==> src/pkg/cxa_params.svh <==
// Constants for the coexistence arbitration signalling block
`ifndef CXA_PARAMS_SVH
`define CXA_PARAMS_SVH
`define CXA_ADDR_CTRL     8'h00
`define CXA_ADDR_STATUS   8'h04
`define CXA_ADDR_RAND     8'h08
`define CXA_CTRL_RST      32'h0000_0000
`define CXA_MASK_RST      8'h00
`define CXA_RAND_SEED     16'hACE1
`define CXA_CLK_MHZ       200
`define CXA_US_CYCLES     (`CXA_CLK_MHZ)
`define CXA_RESP_OKAY     2'b00
`define CXA_RESP_SLVERR   2'b10
`endif

==> src/pkg/cxa_pkg.sv <==
// Types for the coexistence arbitration signalling block
package cxa_pkg;
    typedef enum logic [1:0]
    {
        CXA_IDLE   = 2'b00,
        CXA_BACKOFF = 2'b01,
        CXA_REQ    = 2'b11,
        CXA_TX     = 2'b10
    } cxa_state_t;

    typedef struct packed
    {
        logic [7:0] backoff_mask;
        logic       tx_prio;
        logic       ack_suppress;
        logic       abort_on_loss;
        logic       rho_active_high;
        logic       rho_enable;
        logic       grant_active_high;
        logic       grant_enable;
        logic       req_shared;
        logic       req_active_high;
        logic       req_enable;
    } cxa_cfg_t;

    typedef struct packed
    {
        logic        awvalid;
        logic [7:0]  awaddr;
        logic        wvalid;
        logic [31:0] wdata;
        logic [3:0]  wstrb;
        logic        bready;
        logic        arvalid;
        logic [7:0]  araddr;
        logic        rready;
    } cxa_axi_req_t;

    typedef struct packed
    {
        logic        awready;
        logic        wready;
        logic        bvalid;
        logic [1:0]  bresp;
        logic        arready;
        logic        rvalid;
        logic [31:0] rdata;
        logic [1:0]  rresp;
    } cxa_axi_rsp_t;
endpackage

==> src/verilog/cxa_arbiter.sv <==
// Requester-side packet traffic arbitration signalling with AXI4-Lite
//
// The AXI4-Lite interface to the registers and the register addresses are this design's own decisions.
`timescale 1ns/1ps
`default_nettype none
`include "cxa_params.svh"
module cxa_arbiter
    import cxa_pkg::*;
(
    // Clock and reset
    input  wire logic         aclk,
    input  wire logic         aresetn,
    // AXI4-Lite slave
    input  wire cxa_axi_req_t axi_req,
    output var  cxa_axi_rsp_t axi_rsp,
    // Radio core side
    input  wire logic         tx_start,
    input  wire logic         tx_done,
    input  wire logic         cca_done,
    input  wire logic         ack_pending,
    output var  logic         tx_go,
    output var  logic         tx_abort,
    output var  logic         ack_allow,
    // Arbitration pins
    input  wire logic         grant_pin,
    input  wire logic         radio_hold_off_pin,
    input  wire logic         req_pin_in,
    output var  logic         req_pin_out,
    output var  logic         req_pin_oe,
    output var  logic         prio_out
);
    typedef struct packed
    {
        cxa_state_t   st;
        cxa_cfg_t     cfg;
        cxa_axi_rsp_t rsp;
        logic [15:0]  lfsr;
        logic [7:0]   us_left;
        logic [7:0]   cyc;
        logic         req_asserted;
        logic         granted;
        logic         rho_q;
        logic         secured;
        logic         tx_go;
        logic         tx_abort;
        logic         ack_allow;
        logic         req_out;
        logic         req_oe;
        logic         prio;
    } cxa_regs_t;

    cxa_regs_t  s_reg;
    cxa_regs_t  s_next;
    logic [2:0] pin_raw;
    logic [2:0] pin_sync;
    logic       grant_eff;
    logic       rho_eff;

    assign pin_raw = {req_pin_in, radio_hold_off_pin, grant_pin};
    for (genvar i = 0; i < 3; i++)
    begin : g_sync
        cxa_sync u_sync
        (
            .aclk    (aclk),
            .aresetn (aresetn),
            .d_in    (pin_raw[i]),
            .q_out   (pin_sync[i])
        );
    end

    function automatic logic [31:0] cfg_word(input cxa_cfg_t c);
        cfg_word = {16'h0000, c[15:8], c[7:0]};
    endfunction

    assign grant_eff = !s_reg.cfg.grant_enable ||
                       (pin_sync[0] == s_reg.cfg.grant_active_high);
    assign rho_eff = s_reg.cfg.rho_enable &&
                     (pin_sync[1] == s_reg.cfg.rho_active_high);

    always_comb
    begin
        s_next = s_reg;
        s_next.tx_go    = 1'b0;
        s_next.tx_abort = 1'b0;
        s_next.rho_q    = rho_eff;
        s_next.lfsr = {s_reg.lfsr[14:0], s_reg.lfsr[15] ^ s_reg.lfsr[13]
                       ^ s_reg.lfsr[12] ^ s_reg.lfsr[10]};
        // AXI write: address and data together
        s_next.rsp.awready = 1'b0;
        s_next.rsp.wready  = 1'b0;
        if (s_reg.rsp.bvalid && axi_req.bready)
            s_next.rsp.bvalid = 1'b0;
        if (axi_req.awvalid && axi_req.wvalid && !s_reg.rsp.bvalid
            && !s_reg.rsp.awready)
        begin
            s_next.rsp.awready = 1'b1;
            s_next.rsp.wready  = 1'b1;
            s_next.rsp.bvalid  = 1'b1;
            if (axi_req.awaddr == `CXA_ADDR_CTRL)
            begin
                s_next.rsp.bresp = `CXA_RESP_OKAY;
                if (axi_req.wstrb[0])
                    s_next.cfg[7:0] = axi_req.wdata[7:0];
                if (axi_req.wstrb[1])
                    s_next.cfg[15:8] = axi_req.wdata[15:8];
            end
            else if (axi_req.awaddr == `CXA_ADDR_STATUS)
                s_next.rsp.bresp = `CXA_RESP_OKAY;
            else
                s_next.rsp.bresp = `CXA_RESP_SLVERR;
        end
        // AXI read
        s_next.rsp.arready = 1'b0;
        if (s_reg.rsp.rvalid && axi_req.rready)
            s_next.rsp.rvalid = 1'b0;
        if (axi_req.arvalid && !s_reg.rsp.rvalid && !s_reg.rsp.arready)
        begin
            s_next.rsp.arready = 1'b1;
            s_next.rsp.rvalid  = 1'b1;
            s_next.rsp.rresp   = `CXA_RESP_OKAY;
            if (axi_req.araddr == `CXA_ADDR_CTRL)
                s_next.rsp.rdata = cfg_word(s_reg.cfg);
            else if (axi_req.araddr == `CXA_ADDR_STATUS)
                s_next.rsp.rdata = {24'h000000, s_reg.st, s_reg.secured,
                                    s_reg.granted, s_reg.rho_q,
                                    grant_eff, s_reg.req_asserted,
                                    s_reg.ack_allow};
            else if (axi_req.araddr == `CXA_ADDR_RAND)
                s_next.rsp.rdata = {16'h0000, s_reg.lfsr};
            else
            begin
                s_next.rsp.rdata = 32'h0000_0000;
                s_next.rsp.rresp = `CXA_RESP_SLVERR;
            end
        end
        // Request sequencing
        case (s_reg.st)
            CXA_IDLE:
            begin
                s_next.req_asserted = 1'b0;
                s_next.granted      = 1'b0;
                if (tx_start && s_reg.cfg.req_shared)
                begin
                    s_next.us_left = s_reg.lfsr[7:0] & s_reg.cfg.backoff_mask;
                    s_next.cyc     = 8'h00;
                    s_next.st      = CXA_BACKOFF;
                end
                else if (tx_start)
                begin
                    s_next.req_asserted = 1'b1;
                    s_next.st           = CXA_REQ;
                end
            end
            CXA_BACKOFF:
            begin
                if (s_reg.us_left == 8'h00)
                begin
                    s_next.req_asserted = 1'b1;
                    s_next.st           = CXA_REQ;
                end
                else if (s_reg.cyc == 8'(`CXA_US_CYCLES - 1))
                begin
                    s_next.cyc     = 8'h00;
                    s_next.us_left = s_reg.us_left - 8'h01;
                end
                else
                    s_next.cyc = s_reg.cyc + 8'h01;
            end
            CXA_REQ:
            begin
                if (cca_done && grant_eff && !rho_eff)
                begin
                    s_next.granted = 1'b1;
                    s_next.tx_go   = 1'b1;
                    s_next.st      = CXA_TX;
                end
                else if (cca_done)
                begin
                    s_next.tx_abort = 1'b1;
                    s_next.st       = CXA_IDLE;
                end
            end
            CXA_TX:
            begin
                if (s_reg.cfg.abort_on_loss && !grant_eff)
                begin
                    s_next.tx_abort = 1'b1;
                    s_next.st       = CXA_IDLE;
                end
                else if (tx_done)
                    s_next.st = CXA_IDLE;
            end
            default:
                s_next.st = CXA_IDLE;
        endcase
        // Request secured on shared line
        s_next.secured = s_reg.req_asserted &&
                         (!s_reg.cfg.req_shared ||
                          (pin_sync[2] == s_reg.cfg.req_active_high));
        s_next.ack_allow = ack_pending && (!s_reg.cfg.ack_suppress ||
                           (grant_eff && !rho_eff &&
                            (!s_reg.cfg.req_shared || s_reg.secured)));
        s_next.prio = (s_next.st == CXA_TX) && s_reg.cfg.tx_prio;
        s_next.req_out = s_next.req_asserted ~^ s_reg.cfg.req_active_high;
        if (!s_reg.cfg.req_enable)
            s_next.req_oe = 1'b0;
        else if (!s_reg.cfg.req_shared)
            s_next.req_oe = 1'b1;
        else
            s_next.req_oe = s_next.req_asserted;
    end

    always_ff @(posedge aclk)
    begin
        if (!aresetn)
        begin
            s_reg     <= '0;
            s_reg.cfg <= cxa_cfg_t'(18'(`CXA_CTRL_RST));
            s_reg.lfsr <= `CXA_RAND_SEED;
        end
        else
            s_reg <= s_next;
    end

    assign axi_rsp     = s_reg.rsp;
    assign tx_go       = s_reg.tx_go;
    assign tx_abort    = s_reg.tx_abort;
    assign ack_allow   = s_reg.ack_allow;
    assign req_pin_out = s_reg.req_out;
    assign req_pin_oe  = s_reg.req_oe;
    assign prio_out    = s_reg.prio;
endmodule
`default_nettype wire

==> src/verilog/cxa_sync.sv <==
// Two-stage synchroniser for asynchronous pins
`timescale 1ns/1ps
`default_nettype none
module cxa_sync
(
    // Clock and reset
    input  wire logic aclk,
    input  wire logic aresetn,
    // Data
    input  wire logic d_in,
    output var  logic q_out
);
    logic meta_reg;

    always_ff @(posedge aclk)
    begin
        if (!aresetn)
        begin
            meta_reg <= 1'b0;
            q_out    <= 1'b0;
        end
        else
        begin
            meta_reg <= d_in;
            q_out    <= meta_reg;
        end
    end
endmodule
`default_nettype wire
==> config.mk <==
export PLATFORM = sky130hd
export DESIGN_NAME = cxa_arbiter
export DESIGN_NICKNAME = d
export VERILOG_FILES = /design/src/pkg/cxa_pkg.sv /design/src/verilog/cxa_arbiter.sv /design/src/verilog/cxa_sync.sv
export VERILOG_INCLUDE_DIRS = /design/src /design/src/pkg
export SDC_FILE = /design/constraint.sdc
export NUM_CORES = 1
export LEC_CHECK = 0
export ABC_AREA = 0
export ABC_CLOCK_PERIOD_IN_PS = 1800
export BUFFER_PORTS_ARGS = -buffer_cell sky130_fd_sc_hd__buf_4
export CAP_MARGIN = 15
export CORE_ASPECT_RATIO = 1.25
export CORE_UTILIZATION = 40
export CTS_BUF_LIST = sky130_fd_sc_hd__clkbuf_8
export DETAILED_ROUTE_END_ITERATION = 10
export GPL_TIMING_DRIVEN = 1
export PLACE_DENSITY_LB_ADDON = 0.05
export SLEW_MARGIN = 25
export SYNTH_ARGS = -nofsm -noshare
export SYNTH_HDL_FRONTEND = slang
export SYNTH_SLANG_ARGS = --single-unit
==> constraint.sdc <==
create_clock -name aclk -period 1.8 [get_ports aclk]
set_input_delay 0.27 -clock aclk [delete_from_list [all_inputs] [get_ports aclk]]
set_output_delay 0.27 -clock aclk [all_outputs]
set_load 0.1 [all_outputs]
## Word level (Yosys, flattened, before mapping)

Index checks and enable logic that the tools add are counted.

- Add/subtract/negate cells: 2
- Eq/ne operators: 15
- Muxes and demuxes: 36
- Bitwise logic cells: 5
- Reduce and logical (&&, ||, !) cells: 45

Operators with widths:

| cell | number |
|---|---|
| two-way mux 16 bit | 5 |
| two-way mux 36 bit | 1 |
| one-hot mux 17 bit (2 select lines) | 1 |
| zero test 8 bit | 3 |
| two-way mux 2 bit | 12 |
| logical AND 1 bit | 17 |
| == test 8 x 3 -> 1 bit, second input constant | 2 |
| two-way mux 8 bit | 2 |
| two-way mux 1 bit | 11 |
| zero test 1 bit | 9 |
| AND reduction 3 bit | 3 |
| adder 8 x 1 -> 8 bit, second input constant | 1 |
| AND 8 x 6 -> 8 bit | 1 |
| == test 8 x 4 -> 1 bit, second input constant | 1 |
| == test 8 bit, second input constant | 1 |
| inequality test 2 bit, second input constant | 4 |
| one-hot mux 2 bit (4 select lines) | 1 |
| nonzero test 2 bit | 4 |
| subtractor 8 x 1 -> 8 bit, second input constant | 1 |
| == test 2 bit, second input constant | 3 |
| AND reduction 2 bit | 3 |
| two-way mux 5 bit | 1 |
| logical OR 1 bit | 4 |
| one-hot mux 1 bit (2 select lines) | 2 |
| other kinds (6) | 10 |

- Bits in registers: 107
- Input port bits: 66
- Output and inout port bits: 47

## Longest topological paths before layout

- Depth after elaboration: 8
- Mapped depth: 8
- Mapped depth without buffers: 7

## Hierarchy

From an unflattened synthesis, not the netlist that was laid out.

- Cell total of the unflattened synthesis: 451
- Area, all modules: 4051.4 um^2

Modules (own cells, without submodules):

| module | times used | cells each | area each (um^2) | seq. area each (um^2) |
|---|---|---|---|---|
| cxa_arbiter | 1 | 439 | 3893.7 | 1641.6 |
| cxa_sync | 3 | 4 | 52.6 | 40.0 |

## Worst setup path before layout

Ideal clock, no wire load.

- Kind: flip-flop to flip-flop
- Start: register s_reg[10] in the netlist's numbering
- End: register s_reg[18] in the netlist's numbering
- Arrival time: 1.632 ns
- Required time: 1.713 ns
- Slack: 0.081 ns
- Cell stages (with the launch flop): 7
- Path buffers: 0
- Cell sequence: dfxtp_1 ha_1 nand3b_2 o41ai_4 nand3_2 or4_1 o31ai_1

- Cells in the longest elaborated chain, start to end: 3

RTL lines:

| element | line | RTL |
|---|---|---|
| start, declared | cxa_arbiter.sv:52 | `cxa_regs_t s_reg;` |
| start signal, assigned | cxa_arbiter.sv:222 | `s_reg <= s_next;` |
| == test 8 bit | cxa_arbiter.sv:161 | `` else if (s_reg.cyc == 8'(`CXA_US_CYCLES - 1)) `` |
| inequality test 2 bit (no source line) | -- |  |
| AND reduction 4 bit (no source line) | -- |  |

No other way between the ends.
A chain may end at the register's enable or synchronous reset.

## Worst setup path after layout

- Start: register s_reg[11] in the netlist's numbering
- End: register s_reg[18] in the netlist's numbering

Same word-level chain as after synthesis.

==> metrics.txt <==
# TYPE chip_impl_metric gauge
chip_impl_info{name="outcome",value="completed"} 1
chip_impl_info{name="crit-reg2reg-launch",value="s_reg[11]"} 1
chip_impl_metric{name="rows",unit=""} 40
chip_impl_metric{name="critical_path_max_stage_delay",unit="ps"} 500
chip_impl_metric{name="detail_route.wirelength",unit="um"} 9470
chip_impl_metric{name="routed-via-count",unit=""} 3266
chip_impl_info{name="hold_path.startpoint",value="radio_hold_off_pin"} 1
chip_impl_metric{name="grt_pass1_vias",unit=""} 3251
chip_impl_metric{name="grt_start_max_net_pins",unit=""} 27
chip_impl_metric{name="dp_cells",unit=""} 638
chip_impl_metric{name="timing.final.crit_share",unit="%"} 98.1
chip_impl_metric{name="die-width",unit="um"} 92.1
chip_impl_metric{name="cts.clk_slew.worst_paths",unit="ps"} 90
chip_impl_metric{name="synth_top_cell_area_share",unit="%"} 43.4
chip_impl_info{name="timing.setup.critical_path_class",value="reg2reg"} 1
chip_impl_metric{name="finalInstanceArea",unit="sq um"} 4990
chip_impl_metric{name="nNetsFinal",unit=""} 597
chip_impl_info{name="critical_path.slowest_cell",value="sky130_fd_sc_hd__or4_4"} 1
chip_impl_metric{name="distinct_cell_type_count_of_the_synthesized_netlist",unit=""} 54
chip_impl_metric{name="fillerInstances",unit=""} 952
chip_impl_info{name="hold_path.class",value="in2reg"} 1
chip_impl_metric{name="dpl.hpwl",unit="um"} 7040
chip_impl_metric{name="placed_cell_area",unit="sq um"} 4690
chip_impl_metric{name="finalWorstPathRequiredPeriod",unit="ps"} 1770
chip_impl_metric{name="synth-edff-count",unit=""} 0
chip_impl_info{name="critical_register_to_register_path_endpoint",value="s_reg[18]"} 1
chip_impl_metric{name="postSynthRegisterBits",unit=""} 88
chip_impl_info{name="tritoncts",value="built"} 1
chip_impl_info{name="endpoint_kind",value="register"} 1
chip_impl_info{name="cts_root_buffer",value="sky130_fd_sc_hd__clkbuf_8"} 1
chip_impl_info{name="rsz0062_at_grt",value="true"} 1
chip_impl_metric{name="hold-path-cell-count",unit=""} 2
chip_impl_metric{name="async_reset_ff_share",unit="%"} 0
chip_impl_metric{name="ff_to_ff_setup_slack",unit="ps"} 30
chip_impl_metric{name="fraction_of_layout_instances_using_a_drive_strength_above_1",unit="%"} 30.6
chip_impl_info{name="synthTopCellsByCount",value="88 x sky130_fd_sc_hd__dfxtp_1, 64 x sky130_fd_sc_hd__nor2_1, 42 x sky130_fd_sc_hd__buf_4, 26 x sky130_fd_sc_hd__nand2_1, 23 x sky130_fd_sc_hd__mux2i_1"} 1
chip_impl_metric{name="start_util",unit="%"} 41.8
chip_impl_metric{name="synth_warnings",unit=""} 0
chip_impl_info{name="post-synth-top-count-cell",value="sky130_fd_sc_hd__dfxtp_1"} 1
chip_impl_metric{name="fmax",unit="MHz"} 566
chip_impl_metric{name="cp_num_buf_inv",unit=""} 0
chip_impl_metric{name="routedWlPerCell",unit="um"} 14.4
chip_impl_metric{name="die_height",unit="um"} 115
chip_impl_metric{name="power.ir.vdd_worst",unit="mV"} 0.479
chip_impl_metric{name="first_pass_iters",unit=""} 4
chip_impl_metric{name="gr-usage-all-layers",unit="%"} 18.8
chip_impl_metric{name="fin_worst_skew",unit="ps"} 8.14
chip_impl_metric{name="static-leakage-power",unit="nW"} 2.23
chip_impl_info{name="synth_top_area_cell",value="sky130_fd_sc_hd__dfxtp_1"} 1
chip_impl_metric{name="io_pins",unit=""} 113
chip_impl_metric{name="detail-route-antenna-nets",unit=""} 0
chip_impl_metric{name="core-area",unit="sq um"} 9710
chip_impl_metric{name="count_of_clock_tree_sinks",unit=""} 88
chip_impl_metric{name="gr_overflow_total",unit=""} 0
chip_impl_metric{name="worst_ep_arrival_time",unit="ps"} 2020
chip_impl_metric{name="synthCells",unit=""} 452
chip_impl_metric{name="die_area",unit="sq um"} 10500
chip_impl_metric{name="critical_path_required",unit="ps"} 2060
chip_impl_info{name="crit_family",value="simple AND/OR/NAND/NOR gates"} 1
chip_impl_metric{name="sequential_cell_area_fraction_in_the_yosys_report",unit="%"} 43.4
chip_impl_metric{name="finalSetupViolCount",unit=""} 0
chip_impl_metric{name="area_growth_syn_to_layout",unit="%"} 23.0
chip_impl_metric{name="gp_routability_congestion",unit=""} 0.795
chip_impl_metric{name="final-hold-violation-count",unit=""} 0
chip_impl_metric{name="route.detailed.drc",unit=""} 0
chip_impl_metric{name="grt_first_pass_wirelength",unit="um"} 15600
chip_impl_metric{name="synthesis.area",unit="sq um"} 4060
chip_impl_metric{name="clock_latency",unit="ps"} 350
chip_impl_info{name="synth-main-ff-cell",value="sky130_fd_sc_hd__dfxtp_1"} 1
chip_impl_info{name="worstPathCellList",value="ha_4, nand3b_4, o41ai_4, nand3_4, or4_4, o31ai_2"} 1
chip_impl_metric{name="cts_made_buffers",unit=""} 9
chip_impl_metric{name="postLayoutCoreUtil",unit="%"} 51.4
chip_impl_metric{name="port_buffers",unit=""} 76
chip_impl_metric{name="power-per-cell-area",unit="nW/um^2"} 839
chip_impl_metric{name="max_cap_viol_count",unit=""} 0
chip_impl_info{name="critPathLaunchType",value="register"} 1
chip_impl_metric{name="holdWs",unit="ps"} 128
chip_impl_metric{name="clock_tree.buffer_depth",unit=""} 2
chip_impl_metric{name="final_cell_count_no_fill",unit=""} 659
chip_impl_metric{name="rr_worst_depth",unit=""} 6
chip_impl_metric{name="ratio_of_routed_vias_to_standard_cells",unit=""} 4.96
chip_impl_metric{name="timing.critical_path.fanout_max",unit=""} 3
chip_impl_info{name="ys_top_cells_by_area",value="sky130_fd_sc_hd__dfxtp_1 43%, sky130_fd_sc_hd__buf_4 7.8%, sky130_fd_sc_hd__nor2_1 5.9%, sky130_fd_sc_hd__mux2i_1 5.7%, sky130_fd_sc_hd__mux2_2 3.1%"} 1
chip_impl_metric{name="postSynthAreaPerCell",unit="sq um"} 8.97
chip_impl_info{name="timing.hold.worst_endpoint",value="g_sync[1].u_sync.meta_reg"} 1
chip_impl_metric{name="n_antenna_cell",unit=""} 0
chip_impl_metric{name="fin_setup_tns",unit="ps"} 0
chip_impl_metric{name="max_reg_flops",unit=""} 39
chip_impl_metric{name="drt_first_iter_violations",unit=""} 100
chip_impl_metric{name="antenna_found_initial",unit=""} 0
chip_impl_metric{name="slew_violations",unit=""} 0
chip_impl_metric{name="htreeDepth",unit=""} 3
==> worst max-delay path by stage <==
stage,startpoint,cells after the start,to,slack (ps)
after global placement,axi_req[53],6,s_reg[91],-0.5
after CTS,s_reg[10],6,s_reg[18],20
after floorplan,s_reg[10],6,s_reg[18],80
after detailed placement,axi_req[53],6,s_reg[91],-20
after global routing,s_reg[10],8,s_reg[21],-40
final,s_reg[11],6,s_reg[18],30
==> power breakdown <==
part	internal [mW]	leakage, nW	total (mW)	switching, mW
clock	0.502	0.0859	1.22	0.715
sequential	2.01	0.719	2.07	0.0578
combinational	0.325	1.43	0.900	0.575
==> placed cells by master, fill, tap and decap left out, types with 8 or more instances in the layout <==
cell	Yosys	routed
sky130_fd_sc_hd__buf_4	42	108
sky130_fd_sc_hd__dfxtp_1	88	85
sky130_fd_sc_hd__nand2_1	26	26
sky130_fd_sc_hd__mux2_2	11	11
sky130_fd_sc_hd__a21oi_1	20	19
sky130_fd_sc_hd__nor2_1	64	64
sky130_fd_sc_hd__a22oi_1	16	16
sky130_fd_sc_hd__nand3_1	8	8
sky130_fd_sc_hd__o21ai_0	16	15
sky130_fd_sc_hd__clkbuf_8	0	9
sky130_fd_sc_hd__conb_1	1	18
sky130_fd_sc_hd__mux2i_1	23	23
sky130_fd_sc_hd__and2_1	17	17
sky130_fd_sc_hd__nand2b_1	12	12
==> cell type report <==
type / instances / area, sq um / area share [%]
clock inverter: 6 / 43.8 / 0.878
clock buffer: 9 / 124 / 2.48
tap: 126 / 158 / 3.16
sequential: 88 / 1770 / 35.4
multi-input combinational: 311 / 2000 / 40.0
timing repair buffer: 112 / 877 / 17.6
inverter: 7 / 26.3 / 0.527
==> logic make-up after synthesis <==
kind of cell	share of synthesized area, %
AND/OR/NAND/NOR	22.4
flip-flops	43.4
AO/OA/AOI/OAI	12.2
buffers and inverters	10.4
multiplexers	8.73
XOR/XNOR	2.16
adder cells (fa/ha/maj)	0.617
other	0.0925
==> stage by stage <==
stage	setup WS [ps]	power, mW
after floorplan	81.3	2.74
after global routing	-40.4	4.40
after global placement	-0.455	2.97
final	34.5	4.19
after CTS	15.0	4.20
after detailed placement	-17.9	2.98
==> per-layer routing <==
metal | up-vias | GRT usage, % | routed length (um)
met5 | - | 0 | 0
met4 | 0 | 4.79 | 85
met3 | 8 | 3.98 | 326
met2 | 68 | 33.5 | 4810
met1 | 1537 | 22.9 | 4240
li1 | 1653 | - | -
==> repair_timing <==
item,4_1_cts,5_1_grt
gates resized for setup,0,19
buffers inserted,0,6
hold buffers,0,0
endpoints found under the setup margin,0,13
==> worst reg2reg max path, delay by kind of cell (launching register included) <==
kind	cells	cell delay, ps
flops	1	360
fa+ha+maj	1	150
simple gates	3	740
compound gates	2	430
No activity file was read; power rests on OpenSTA's default activity.
